$ cat src/logic/chan_alarm_consts.svh
`ifndef CHAN_ALARM_CONSTS_SVH
`define CHAN_ALARM_CONSTS_SVH

// Word indices; byte address is four times the index
`define CAB_IDX_ALARM_CH0   6'h03
`define CAB_IDX_ALARM_CH1   6'h0B
`define CAB_IDX_ALARM_CH2   6'h13
// Distance from a channel's alarm word back to its other words
`define CAB_BACK_CTRL       6'h03
`define CAB_BACK_MASK       6'h02
`define CAB_BACK_INT        6'h01

// Alarm state field positions
`define CAB_BIT_DRIVE       0
`define CAB_BIT_ABSENT      1
`define CAB_BIT_CLKUNL      2
`define CAB_BIT_FIFO        3
`define CAB_BIT_ANALOG      4
`define CAB_BIT_DIGITAL     5
`define CAB_BIT_PRBS        6
`define CAB_BIT_UNUSED      7

// Change-flag and control field positions
`define CAB_INT_DRIVE       0
`define CAB_INT_ABSENT      1
`define CAB_CTRL_PRBS_EN    0

// Reset values
`define CAB_ALARM_RESET     8'h00
`define CAB_INT_RESET       2'h0
`define CAB_MASK_RESET      2'h0
`define CAB_CTRL_RESET      1'h0

// Pattern lock judging: window of received bits and error limits
`define CAB_PRBS_WIN_LAST   10'h3FF
`define CAB_PRBS_LOSS_TH    10'h0C8
`define CAB_PRBS_CLEAR_TH   10'h004

`endif

$ cat src/logic/chan_alarm_pkg.sv
package chan_alarm_pkg;

  // Pattern lock judge states, one-hot
  typedef enum logic [1:0] {
    PATTERN_LOCKED   = 2'b01,
    PATTERN_UNLOCKED = 2'b10
  } prbs_lock_type;

  // Read-back word of the bus
  typedef logic [31:0] bus_word_type;

endpackage

$ cat src/logic/prbs_lock_monitor.sv
`timescale 1ns/10ps
`include "chan_alarm_consts.svh"

module prbs_lock_monitor (
  // Clock and reset
  input  wire logic mclk,
  input  wire logic rst_b,
  // Checker control and bit stream result
  input  wire logic enable,
  input  wire logic bitValid,
  input  wire logic bitError,
  // Judgement
  output logic      lossOfLock
);

  chan_alarm_pkg::prbs_lock_type stateReg;
  chan_alarm_pkg::prbs_lock_type stateNext;
  logic [9:0] winCntReg;
  logic [9:0] winCntNext;
  logic [9:0] errCntReg;
  logic [9:0] errCntNext;
  logic [9:0] errTotal;
  logic       winEnd;

  // Error tally of the window including the current bit
  assign errTotal   = 10'(errCntReg + {9'h000, bitError});
  assign winEnd     = bitValid && (winCntReg == `CAB_PRBS_WIN_LAST);
  assign winCntNext = !enable ? 10'h000 :
                      !bitValid ? winCntReg :
                      winEnd ? 10'h000 : 10'(winCntReg + 10'h001);
  assign errCntNext = !enable ? 10'h000 :
                      !bitValid ? errCntReg :
                      winEnd ? 10'h000 : errTotal;
  assign lossOfLock = (stateReg == chan_alarm_pkg::PATTERN_UNLOCKED);

  // Judge once per window; hysteresis keeps the flag from chattering
  always_comb begin
    stateNext = stateReg;
    case (stateReg)
      chan_alarm_pkg::PATTERN_LOCKED: begin
        if (enable && winEnd && errTotal >= `CAB_PRBS_LOSS_TH)
          stateNext = chan_alarm_pkg::PATTERN_UNLOCKED;
      end
      chan_alarm_pkg::PATTERN_UNLOCKED: begin
        if (!enable)
          stateNext = chan_alarm_pkg::PATTERN_LOCKED;
        else if (winEnd && errTotal <= `CAB_PRBS_CLEAR_TH)
          stateNext = chan_alarm_pkg::PATTERN_LOCKED;
      end
      default: stateNext = chan_alarm_pkg::PATTERN_LOCKED;
    endcase
  end

  // State and counters
  always_ff @(posedge mclk or negedge rst_b) begin
    if (!rst_b) begin
      stateReg  <= chan_alarm_pkg::PATTERN_LOCKED;
      winCntReg <= 10'h000;
      errCntReg <= 10'h000;
    end else begin
      stateReg  <= stateNext;
      winCntReg <= winCntNext;
      errCntReg <= errCntNext;
    end
  end

endmodule

$ cat src/logic/channel_alarm_status_bank.sv
`timescale 1ns/10ps
`include "chan_alarm_consts.svh"

// Overview of operation
// - Signal-loss change sets change flag bit 1 until read clears it.
// - Drive-monitor change sets change flag bit 0 until read clears it.
// - Read-only alarm word at 0x03, 0x0B, 0x13; resets to zero.
// - Alarm bit 1 shows live signal-loss state, apart from change flag.
// - Alarm bit 0 shows live drive-monitor state, apart from change flag.
// - Pattern checker declares lock loss after very many bit errors.
// - Pattern checker clears lock loss when pattern seen with few errors.
// - Alarm bit 6 is 0 while locked, 1 while lock lost.
// - Signal-loss state is OR of analog and digital detectors.
module channel_alarm_status_bank (
  // Clock and reset
  input  wire logic        mclk,
  input  wire logic        rst_b,
  // APB slave
  input  wire logic        psel,
  input  wire logic        penable,
  input  wire logic        pwrite,
  input  wire logic [7:0]  paddr,
  input  wire logic [31:0] pwdata,
  output logic      [31:0] prdata,
  output logic             pready,
  output logic             pslverr,
  // Detector levels, one bit per channel
  input  wire logic [2:0]  analogLoss,
  input  wire logic [2:0]  digitalLoss,
  input  wire logic [2:0]  fifoLimitAlarm,
  input  wire logic [2:0]  clockUnlocked,
  input  wire logic [2:0]  driveMonitorFlag,
  // Pattern checker bit results, one bit per channel
  input  wire logic [2:0]  prbsBitValid,
  input  wire logic [2:0]  prbsBitError,
  // Controls and interrupt
  output logic      [2:0]  prbsEnable,
  output logic             alarmIrq
);

  localparam int NCH = 3;

  // Word map of one channel, counted back from its alarm word:
  //   alarm word   read-only live levels
  //   alarm - 1    change flags, cleared by the read that returns them
  //   alarm - 2    interrupt mask for the change flags
  //   alarm - 3    control, bit 0 enables the pattern checker
  // Offsets that are not multiples of four are word indices, so the
  // byte address is four times the index and every word is aligned.

  // Word index of a channel's alarm word
  // Channels sit eight words apart; the table keeps them explicit
  function automatic logic [5:0] alarmIdx(input int ch);
    case (ch)
      0:       alarmIdx = `CAB_IDX_ALARM_CH0;
      1:       alarmIdx = `CAB_IDX_ALARM_CH1;
      default: alarmIdx = `CAB_IDX_ALARM_CH2;
    endcase
  endfunction

  // Gate a byte by a select
  // Unselected words add zero to the ORed read-back
  function automatic logic [7:0] pick(input logic sel,
                                      input logic [7:0] val);
    pick = sel ? val : 8'h00;
  endfunction

  // Registers
  // All state resets to zero; software must unmask flags and enable checkers
  logic [NCH-1:0][7:0] alarmReg;
  logic [NCH-1:0][7:0] alarmNext;
  logic [NCH-1:0][1:0] intReg;
  logic [NCH-1:0][1:0] intNext;
  logic [NCH-1:0][1:0] maskReg;
  logic [NCH-1:0][1:0] maskNext;
  logic [NCH-1:0]      ctrlReg;
  logic [NCH-1:0]      ctrlNext;
  logic [NCH-1:0]      intSelReg;
  logic [NCH-1:0]      intSelNext;
  logic [31:0]         prdataReg;
  logic [31:0]         prdataNext;
  logic                preadyReg;
  logic                preadyNext;
  logic                pslverrReg;
  logic                pslverrNext;
  logic                irqReg;
  logic                irqNext;

  // Bus decode
  logic [5:0]          wordIdx;
  logic                aligned;
  logic                setupPhase;
  logic                accessDone;
  logic                writeDone;
  logic                readDone;
  logic [NCH-1:0]      hitCtrl;
  logic [NCH-1:0]      hitMask;
  logic [NCH-1:0]      hitInt;
  logic [NCH-1:0]      hitAlarm;
  logic                mapped;
  logic                writable;
  logic [NCH-1:0][7:0] chanRead;
  logic [7:0]          readByte;

  // Per-channel live state and events
  logic [NCH-1:0]      signalAbsent;
  logic [NCH-1:0]      lockLost;
  logic [NCH-1:0]      evtAbsent;
  logic [NCH-1:0]      evtDrive;
  logic [NCH-1:0]      pending;

  // Phase decode; the slave answers in the first access cycle
  // Reads are decoded in setup; writes decode paddr again in the access
  // phase, so paddr must not change inside a transfer
  assign wordIdx    = paddr[7:2];
  assign aligned    = (paddr[1:0] == 2'h0);
  assign setupPhase = psel && !penable;
  assign accessDone = psel && penable && preadyReg;
  assign writeDone  = accessDone && pwrite && !pslverrReg;
  assign readDone   = accessDone && !pwrite;

  genvar ch;
  generate
    for (ch = 0; ch < NCH; ch++) begin : g_chan
      // Address hits of this channel's four words
      assign hitAlarm[ch] = aligned && (wordIdx == alarmIdx(ch));
      assign hitInt[ch]   = aligned &&
             (wordIdx == 6'(alarmIdx(ch) - `CAB_BACK_INT));
      assign hitMask[ch]  = aligned &&
             (wordIdx == 6'(alarmIdx(ch) - `CAB_BACK_MASK));
      assign hitCtrl[ch]  = aligned &&
             (wordIdx == 6'(alarmIdx(ch) - `CAB_BACK_CTRL));

      // Pattern lock judge, steered by the software enable
      prbs_lock_monitor u_lock (
        .mclk       (mclk),
        .rst_b      (rst_b),
        .enable     (ctrlReg[ch]),
        .bitValid   (prbsBitValid[ch]),
        .bitError   (prbsBitError[ch]),
        .lossOfLock (lockLost[ch])
      );

      // Either detector declaring loss means the signal is absent
      assign signalAbsent[ch] = analogLoss[ch] | digitalLoss[ch];

      // Live alarm word; bit 7 never set
      assign alarmNext[ch][`CAB_BIT_UNUSED]  = 1'b0;
      assign alarmNext[ch][`CAB_BIT_PRBS]    = lockLost[ch];
      assign alarmNext[ch][`CAB_BIT_DIGITAL] = digitalLoss[ch];
      assign alarmNext[ch][`CAB_BIT_ANALOG]  = analogLoss[ch];
      assign alarmNext[ch][`CAB_BIT_FIFO]    = fifoLimitAlarm[ch];
      assign alarmNext[ch][`CAB_BIT_CLKUNL]  = clockUnlocked[ch];
      assign alarmNext[ch][`CAB_BIT_ABSENT]  = signalAbsent[ch];
      assign alarmNext[ch][`CAB_BIT_DRIVE]   = driveMonitorFlag[ch];

      // A change of the signal-loss or drive state against the stored state is an event
      // Flag and stored state move on the same edge; a pulse shorter
      // than one clock is missed, so detectors must hold their levels
      assign evtAbsent[ch] = signalAbsent[ch] ^
                             alarmReg[ch][`CAB_BIT_ABSENT];
      assign evtDrive[ch]  = driveMonitorFlag[ch] ^
                             alarmReg[ch][`CAB_BIT_DRIVE];

      // Clear only bits the reader saw, so a fresh event is never lost
      assign intNext[ch] = (intReg[ch] &
             ~((readDone && intSelReg[ch]) ? prdataReg[1:0] : 2'h0)) |
             {evtAbsent[ch], evtDrive[ch]};

      // Software-written mask and control
      assign maskNext[ch] = (writeDone && hitMask[ch]) ? pwdata[1:0] :
                            maskReg[ch];
      assign ctrlNext[ch] = (writeDone && hitCtrl[ch]) ?
                            pwdata[`CAB_CTRL_PRBS_EN] : ctrlReg[ch];

      // Remember which read takes a change-flag word
      assign intSelNext[ch] = setupPhase ? hitInt[ch] :
                              (accessDone ? 1'b0 : intSelReg[ch]);

      // Read-back contribution of this channel
      assign chanRead[ch] =
             pick(hitAlarm[ch], alarmReg[ch]) |
             pick(hitInt[ch], {6'h00, intReg[ch]}) |
             pick(hitMask[ch], {6'h00, maskReg[ch]}) |
             pick(hitCtrl[ch], {7'h00, ctrlReg[ch]});

      // Unmasked flags of this channel drive the interrupt
      assign pending[ch] = |(intReg[ch] & maskReg[ch]);
    end
  endgenerate

  // Whole-bank decode and bus answer
  // Writes land only on mask and control words
  assign mapped   = |{hitCtrl, hitMask, hitInt, hitAlarm};
  assign writable = |{hitCtrl, hitMask};
  assign readByte = chanRead[0] | chanRead[1] | chanRead[2];

  // Read data is captured in setup; it is the snapshot a read clears
  assign prdataNext  = setupPhase ? {24'h000000, readByte} : prdataReg;
  assign preadyNext  = setupPhase;
  assign pslverrNext = setupPhase ? (!mapped || (pwrite && !writable)) :
                       (accessDone ? 1'b0 : pslverrReg);
  assign irqNext     = |pending;

  // Live alarm words; the stored copy is also the reference
  // against which the change events are judged
  always_ff @(posedge mclk or negedge rst_b) begin
    if (!rst_b) begin
      alarmReg <= {NCH{`CAB_ALARM_RESET}};
    end else begin
      alarmReg <= alarmNext;
    end
  end

  // Change flags; a set in the cycle of the clearing read wins
  // because the event term is ORed in after the clear
  always_ff @(posedge mclk or negedge rst_b) begin
    if (!rst_b) begin
      intReg <= {NCH{`CAB_INT_RESET}};
    end else begin
      intReg <= intNext;
    end
  end

  // Interrupt masks, written by software only
  // Reset leaves every change flag masked
  always_ff @(posedge mclk or negedge rst_b) begin
    if (!rst_b) begin
      maskReg <= {NCH{`CAB_MASK_RESET}};
    end else begin
      maskReg <= maskNext;
    end
  end

  // Pattern checker enables
  // Clearing one also forces its checker back to locked
  always_ff @(posedge mclk or negedge rst_b) begin
    if (!rst_b) begin
      ctrlReg <= {NCH{`CAB_CTRL_RESET}};
    end else begin
      ctrlReg <= ctrlNext;
    end
  end

  // Read data; captured in setup, so the access cycle sees a
  // word that no later event can alter
  always_ff @(posedge mclk or negedge rst_b) begin
    if (!rst_b) begin
      prdataReg <= 32'h00000000;
    end else begin
      prdataReg <= prdataNext;
    end
  end

  // Ready for exactly one cycle after every setup
  // No wait states: every word is answered from flops
  always_ff @(posedge mclk or negedge rst_b) begin
    if (!rst_b) begin
      preadyReg <= 1'b0;
    end else begin
      preadyReg <= preadyNext;
    end
  end

  // Error answer, raised with ready and dropped after the access
  // Unmapped, misaligned and read-only writes all take it
  always_ff @(posedge mclk or negedge rst_b) begin
    if (!rst_b) begin
      pslverrReg <= 1'b0;
    end else begin
      pslverrReg <= pslverrNext;
    end
  end

  // Which channel's change-flag word the current read returns
  // Kept to the end of the access so the clear hits one word only
  always_ff @(posedge mclk or negedge rst_b) begin
    if (!rst_b) begin
      intSelReg <= 3'h0;
    end else begin
      intSelReg <= intSelNext;
    end
  end

  // Interrupt level, one edge behind the flags
  // Registered so the pin never glitches on decode
  always_ff @(posedge mclk or negedge rst_b) begin
    if (!rst_b) begin
      irqReg <= 1'b0;
    end else begin
      irqReg <= irqNext;
    end
  end

  // Outputs straight from flops
  assign prdata     = prdataReg;
  assign pready     = preadyReg;
  assign pslverr    = pslverrReg;
  assign prbsEnable = ctrlReg;
  assign alarmIrq   = irqReg;

endmodule

$ cat config.mk
export PLATFORM = sky130hd
export DESIGN_NAME = channel_alarm_status_bank
export DESIGN_NICKNAME = d
export VERILOG_FILES = /design/src/logic/chan_alarm_pkg.sv /design/src/logic/prbs_lock_monitor.sv /design/src/logic/channel_alarm_status_bank.sv
export VERILOG_INCLUDE_DIRS = /design/src /design/src/logic
export SDC_FILE = /design/constraint.sdc
export NUM_CORES = 1
export LEC_CHECK = 0
export BUFFER_PORTS_ARGS = -buffer_cell sky130_fd_sc_hd__buf_4
export CAP_MARGIN = 20
export CORE_ASPECT_RATIO = 1.75
export CORE_UTILIZATION = 56
export CTS_CLUSTER_DIAMETER = 200
export DETAILED_ROUTE_END_ITERATION = 10
export PLACE_DENSITY_LB_ADDON = 0.25
export SYNTH_ARGS = -nofsm -noshare
export SYNTH_HDL_FRONTEND = slang
export SYNTH_SLANG_ARGS = --single-unit
$ cat constraint.sdc
create_clock -name mclk -period 2.4 [get_ports mclk]
set_input_delay 0.48 -clock mclk [delete_from_list [all_inputs] [get_ports mclk]]
set_output_delay 0.48 -clock mclk [all_outputs]
set_load 0.05 [all_outputs]
# After elaboration in Yosys (flattened, before gate mapping)
# Cells that the tools add are included.
[op_classes]
n_addsub = 6
order_cmp = 6
n_eq_ne = 29
mux = 50
n_bitwise = 32
reduce_logical = 55
[op_table]
columns = ["op", "count"]
rows = [
  ["two-way mux 10 bit", 18],
  ["bitwise OR 7 x 2 -> 7 bit", 6],
  ["logical AND 1 bit", 40],
  ["two-way mux 2 bit", 18],
  ["adder 10 x 1 -> 10 bit", 3],
  ["adder 10 x 1 -> 10 bit (second input constant)", 3],
  ["== test 10 bit (second input constant)", 3],
  ["greater-or-equal comparator 10 x 8 -> 1 bit (second input constant)", 3],
  ["<= comparator 10 x 3 -> 1 bit (second input constant)", 3],
  ["== test 6 x 4 -> 1 bit (second input constant)", 4],
  ["== test 6 x 5 -> 1 bit (second input constant)", 4],
  ["two-way mux 7 bit", 3],
  ["bitwise OR 7 x 1 -> 7 bit", 3],
  ["bitwise OR 7 bit", 2],
  ["AND 2 bit", 6],
  ["== test 6 x 2 -> 1 bit (second input constant)", 2],
  ["case mux 2 bit (2 select lines)", 3],
  ["OR reduction 12 bit", 1],
  ["OR reduction 6 bit", 2],
  ["!= test 3 bit (second input constant)", 3],
  ["two-way mux 1 bit", 8],
  ["== test 2 x 1 -> 1 bit (second input constant)", 3],
  ["== test 2 bit (second input constant)", 3],
  ["== test 6 x 1 -> 1 bit (second input constant)", 1],
  ["12 further kinds", 33],
]
[word_totals]
register_bits = 116
in_bits = 66
output_inout_bits = 38
elab_cells = 204

# Longest topological paths before layout
[logic_depth]
word_depth = 8
mapped_depth = 9
mapped_depth_nobuf = 8

# Cells and area by module
# A second synthesis with hierarchy kept.
[hier_totals]
hier_cells = 643
area_unflattened_um2 = 6308.6
[modules_own_cells]
columns = ["mod", "n_inst", "cells_per_inst", "area_each_um2", "seq_area_each_um2"]
rows = [
  ["prbs_lock_monitor", 3, 149, 1336.3, 551.8],
  ["channel_alarm_status_bank", 1, 196, 2299.7, 1226.2],
]

# Worst setup path after synthesis
# OpenSTA, ideal clock, no wires.
[synth_timing]
path_kind = "input to register"
start = "input prbsBitError[0]"
end = "register g_chan[0].u_lock.stateReg[1]"
setup_ns = 0.124
arrival_ns = 2.068
t_required_ns = 2.276
setup_slack_ns = 0.208
cell_stages = 8
n_path_buf = 1
cell_sequence = "ha_1 -> and3_1 -> and2_4 -> buf_6 -> and3_4 -> xor2_1 -> o41a_1 -> o31a_1"
[synth_between]
elab_chain_cells = 5
elab_cells_between_ends = 8
classes_between = "add/sub: 1; order compare: 2; eq/ne: 2; reduce/logical: 3"
[synth_lines]
columns = ["item", "line_no", "rtl"]
rows = [
  ["start, declared", "channel_alarm_status_bank.sv:35", "input wire logic [2:0] prbsBitError,"],
  ["adder 10 x 1 -> 10 bit (*)", "prbs_lock_monitor.sv:26", "assign errTotal = 10'(errCntReg + {9'h000, bitError});"],
  ["<= comparator 10 x 3 -> 1 bit (no line) / greater-or-equal comparator 10 x 8 -> 1 bit (equally long branches)", "-", ""],
  ["logical AND 1 bit (no line)", "-", ""],
  ["!= test 3 bit (no line) / != test 2 x 1 -> 1 bit (equally long branches)", "-", ""],
  ["AND reduction 2 bit (no line) (*)", "-", ""],
  ["end signal, assigned", "prbs_lock_monitor.sv:57", "stateReg <= chan_alarm_pkg::PATTERN_LOCKED;"],
  ["end signal, assigned", "prbs_lock_monitor.sv:61", "stateReg <= stateNext;"],
  ["end, declared", "prbs_lock_monitor.sv:16", "chan_alarm_pkg::prbs_lock_type stateReg;"],
]
# Mark *: on every way between the ends. The rest lies on a longest branch, timed or not.
# A chain may end at the register's enable or synchronous reset.

# Worst setup path after layout
[layout_timing]
start = "register g_chan[1].u_lock.winCntReg[0]"
end = "register g_chan[1].u_lock.winCntReg[5]"
[layout_between]
elab_chain_cells = 5
elab_cells_between_ends = 6
classes_between = "add/sub: 1; eq/ne: 1; mux: 3; reduce/logical: 1"
[layout_lines]
columns = ["item", "line_no", "rtl"]
rows = [
  ["start, declared", "prbs_lock_monitor.sv:18", "logic [9:0] winCntReg;"],
  ["start signal, assigned", "prbs_lock_monitor.sv:62", "winCntReg <= winCntNext;"],
  ["branches (longest 2 deep; another with adder 10 x 1 -> 10 bit)", "-", ""],
  ["two-way mux 10 bit (*)", "prbs_lock_monitor.sv:30", "winEnd ? 10'h000 : 10'(winCntReg + 10'h001);"],
  ["two-way mux 10 bit (*)", "prbs_lock_monitor.sv:29", "!bitValid ? winCntReg :"],
  ["two-way mux 10 bit (*)", "prbs_lock_monitor.sv:28", "assign winCntNext = !enable ? 10'h000 :"],
]
# Mark *: on every way between the ends. The select of a mux whose other input is x is not followed.

==> results summary <==
The worst hold path begins at clockUnlocked[0]. The routed layout has 4,910 vias. In this run the power spent charging and discharging nets is between 1000 and 1500 µW.

Port buffering added 48 buffers. The kind of start point of the critical path is a register. The detailed placement HPWL is slightly below 10,000 µm. The number of levels the H-tree was split into came out at 4. In the global route stage, overall resource usage came out at 27.1%. The number of search-and-repair iterations in the first detailed-routing pass is 5. STA classifies the critical path endpoint as a register.

Setup repair after global routing left no endpoint under its margin. Once the floorplan was initialized, standard cells occupied between 50% and 60% of the core. The fraction of final layout cells with drive strength greater than 1 is between 10% and 20%.

The total inserted antenna cells is 0. The average wire per cell in the routed design came out at 17.0 µm. The cell count after synthesis came out at 626. On the critical path, the stage with the largest delay is an instance of sky130_fd_sc_hd__or4_4. The area of the mapped netlist is 6030 µm². Counting distinct cell types in the post-synthesis netlist gives 64. The routed wire length is 13,900 µm. The worst hold slack is 177 ps. The pre-CTS worst setup slack is 56.5 ps. The clock tree from TritonCTS is built. After floorplanning, the core was divided into 49 placement rows.

The per-instance average area after synthesis is between 9 and 10 µm². The startpoint identified for the worst register-to-register timing path is g_chan[1].u_lock.winCntReg[0]$_DFFE_PN0P_. The delay of the slowest cell on the worst path came out at 590 ps. For this run, the leading register cell type out of synthesis is sky130_fd_sc_hd__dfrtp_1. The final worst-path setup slack is around 140 ps. The relative max-transition margin came out at 51.9%. For the final database, setup skew stands at approximately 9.4 ps.

In this run the power density over the cells is 705 nW/µm². The number of nets in the finished design is roughly 760. The post-route cell area came out at 7080 µm². The arrival time at the worst endpoint is 2540 ps. The analysis attributes to cell leakage a power of 0.00318 µW. The latest clock arrival within the worst-skew pair came out at roughly 410 ps. After layout, the minimum clock period comes to approximately 2300 ps.

Setup violations remaining at the end of the flow were counted as 0. TritonCTS created 17 clock buffers. The residual DRC count came out at 0. In this run, synthesis produced a sequential element count of 115. The die area came out at 11,200 µm². The commonest cells after synthesis are sky130_fd_sc_hd__dfrtp_1 (112), sky130_fd_sc_hd__nand2_1 (95), sky130_fd_sc_hd__o21ai_0 (59), sky130_fd_sc_hd__buf_4 (30), sky130_fd_sc_hd__nand3_1 (29). The routability congestion estimate from global placement is ~0.89.

Sorting the synthesized cells by area gives the leading types as sky130_fd_sc_hd__dfrtp_1 (47%), sky130_fd_sc_hd__nand2_1 (5.9%), sky130_fd_sc_hd__o21ai_0 (4.9%). The part of the total power dissipated in sequential elements came out at 39.7%. VDD sags by at most 0.591 mV. The post-route antenna net violation count came out at 0.

The number of global-route vias before repair is 4,947. Setup total negative slack on the finished layout was measured at 0 ps. Of the total power, combinational logic draws 5.8%. The maximum fanout along the worst path came out at 11. The cell sitting at the root of the clock tree is a sky130_fd_sc_hd__clkbuf_16. The power share of the clock group came out at 54.5%. Walking the worst path, the cells encountered are ha_1 > nand3_2 > or4_4 > nand3_1 > nor2_1 > o21ai_0 > o21ai_1. The core box area is 10,400 µm². In this run the worst setup path begins at g_chan[1].u_lock.winCntReg[0]$_DFFE_PN0P_. The placed instances occupy a cell area of 6420 µm².

The die is 80.4 µm wide. The number of max-slew violations in the final report is 0. The clock tree buffer depth came out at 2. The number of flops mapped to enable cells by yosys is 0. The worst setup path is of the reg2reg kind. The initial antenna violation count came out at 0. The maximum number of pins on one net before global-route repair came out at 47. The highest clock rate came out at 442 MHz. The DRC marker count from the first detailed-route iteration is approximately 250.

The final design utilization is 68.3%. The path class of the tightest hold or removal check is in2reg. The die outline height is 139 µm.

sky130_fd_sc_hd__dfrtp_1 takes more of the synthesized area than any other cell. The area growth from synthesis to layout is 17.5%. The flow ran to the end, and the final reports show no timing, DRC or antenna violations. The dominant cell by count in the synthesized netlist is sky130_fd_sc_hd__dfrtp_1. The post-detailed-route via-to-cell ratio is about 6.

The final global-route overflow total is 0. In this run the count of I/O pins placed on the die edge is 104. The async set-or-reset flop fraction in the synthesized netlist is 100%. The portion of the clock cycle consumed by the worst path in the final layout came out at between 90% and 100%. The fill cell instance count of the final layout came out at 829. The max-cap check violation count came out at 0.

The sequential share of the synthesized area is 47.8%. The number of sinks driven by the clock tree came out at 115. The worst-margin pin slew came out at roughly 720 ps. After synthesis, the largest area contributor takes up 46.5% of total cell area.

The clock transition at the registers of the reported paths is 50 ps. The first-pass GRT wire length came out at approximately 23,000 µm. The number of warnings issued by yosys came out at 0. The required time of the critical path is about 2700 ps. The switching power as a share of total power is 22.1%. The count of final hold-check violations is 0. The internal power of the cells totals about 3900 µW.
[placed cells by master, fill, tap and decap left out, types with 10 or more instances in the layout]
master,synthesis,routed
sky130_fd_sc_hd__nor2_1,25,25
sky130_fd_sc_hd__dfrtp_1,112,112
sky130_fd_sc_hd__a21oi_1,18,18
sky130_fd_sc_hd__a22o_1,17,17
sky130_fd_sc_hd__conb_1,1,25
sky130_fd_sc_hd__o21ai_0,59,59
sky130_fd_sc_hd__nand3_1,29,29
sky130_fd_sc_hd__buf_4,30,62
sky130_fd_sc_hd__xnor2_1,18,18
sky130_fd_sc_hd__nand2_1,95,95
sky130_fd_sc_hd__and3_1,12,11
sky130_fd_sc_hd__clkbuf_16,0,17
sky130_fd_sc_hd__mux2_2,12,12
sky130_fd_sc_hd__and2_1,11,11
sky130_fd_sc_hd__nor3_1,13,13
sky130_fd_sc_hd__nand4_1,12,12
sky130_fd_sc_hd__o31ai_1,10,10
[worst max-delay path: cells and delay by family, from the launching register on]
| family | cells | cell delay [ps] |
|---|---|---|
| and+or+nand+nor | 4 | 1200 |
| DFF | 1 | 390 |
| adders and majority gates | 1 | 270 |
| AOI/OAI and AO/OA | 2 | 270 |
[final cells by class]
type,instances,area [µm²],area share (%)
Clock inverter,9,150,2.12
Timing Repair Buffer,64,495,7.00
Tap cell,127,159,2.24
Sequential cell,115,2880,40.7
Clock buffer,23,488,6.89
Inverter,5,18.8,0.265
Multi-Input combinational cell,479,2890,40.8
[through the flow]
step,instances,total power (µW)
CTS,821,5010
global route,822,5140
floorplan,650,2210
finish,822,4990
detailed placement,788,2300
global placement,788,2300
[cells by family after synthesis]
logic type / after synthesis / share of synthesized area, %
adder cells (fa/ha/maj): 9 / 1.87
other: 1 / 0.0622
flip-flops: 115 / 47.8
AND/OR/NAND/NOR: 244 / 20.6
multiplexers: 18 / 3.45
AO/OA/AOI/OAI: 157 / 16.7
XOR/XNOR: 26 / 3.78
buffers and inverters: 56 / 5.77
[what timing repair did]
item                       CTS  global route
gates resized for setup      0             1
hold endpoints to repair    20             0
buffers inserted             0             1
hold buffers                 1             0
setup endpoints to repair    0             1
[routing by layer]
metal  up-vias  track usage (%)  wire, µm
li1       2314                -         -
met1      2419             28.7      5030
met2       144             49.9      7990
met3        33             6.62       560
met4         0             10.4       370
met5         -                0         0
[path summary, 6_finish.rpt]
check | to | slack (ps) | cells after the start
max | g_chan[1].u_lock.winCntReg[5]$_DFFE_PN0P_ | 140 | 7
min reg2reg | prdata[3]$_DFFE_PN0P_ | 500 | 2
min | alarmReg[2]$_DFF_PN0_ | 180 | 1
max in group asynchronous | g_chan[2].u_lock.stateReg[0]$_DFFE_PN1P_ | 1190 | 3
min in group asynchronous | g_chan[1].u_lock.errCntReg[0]$_DFFE_PN0P_ | 520 | 2
max reg2reg | g_chan[1].u_lock.winCntReg[5]$_DFFE_PN0P_ | 140 | 7
[registers in the layout, summed over array words and instances, names as in the netlist]
register	cells
alarmIrq	1
alarmReg	21
g_chan.u_lock.errCntReg	30
g_chan.u_lock.stateReg	6
g_chan.u_lock.winCntReg	30
intReg	6
intSelReg	3
maskReg	6
prbsEnable	3
prdata	7
pready	1
pslverr	1
[power groups by stage]
stage	Clock [µW]	Combinational, µW	Sequential [µW]
floorplan	0	169	2040
global placement	0	287	2010
detailed placement	0	292	2010
CTS	2740	294	1980
global route	2840	315	1980
finish	2720	291	1980
No activity file was read; power rests on OpenSTA's default activity.
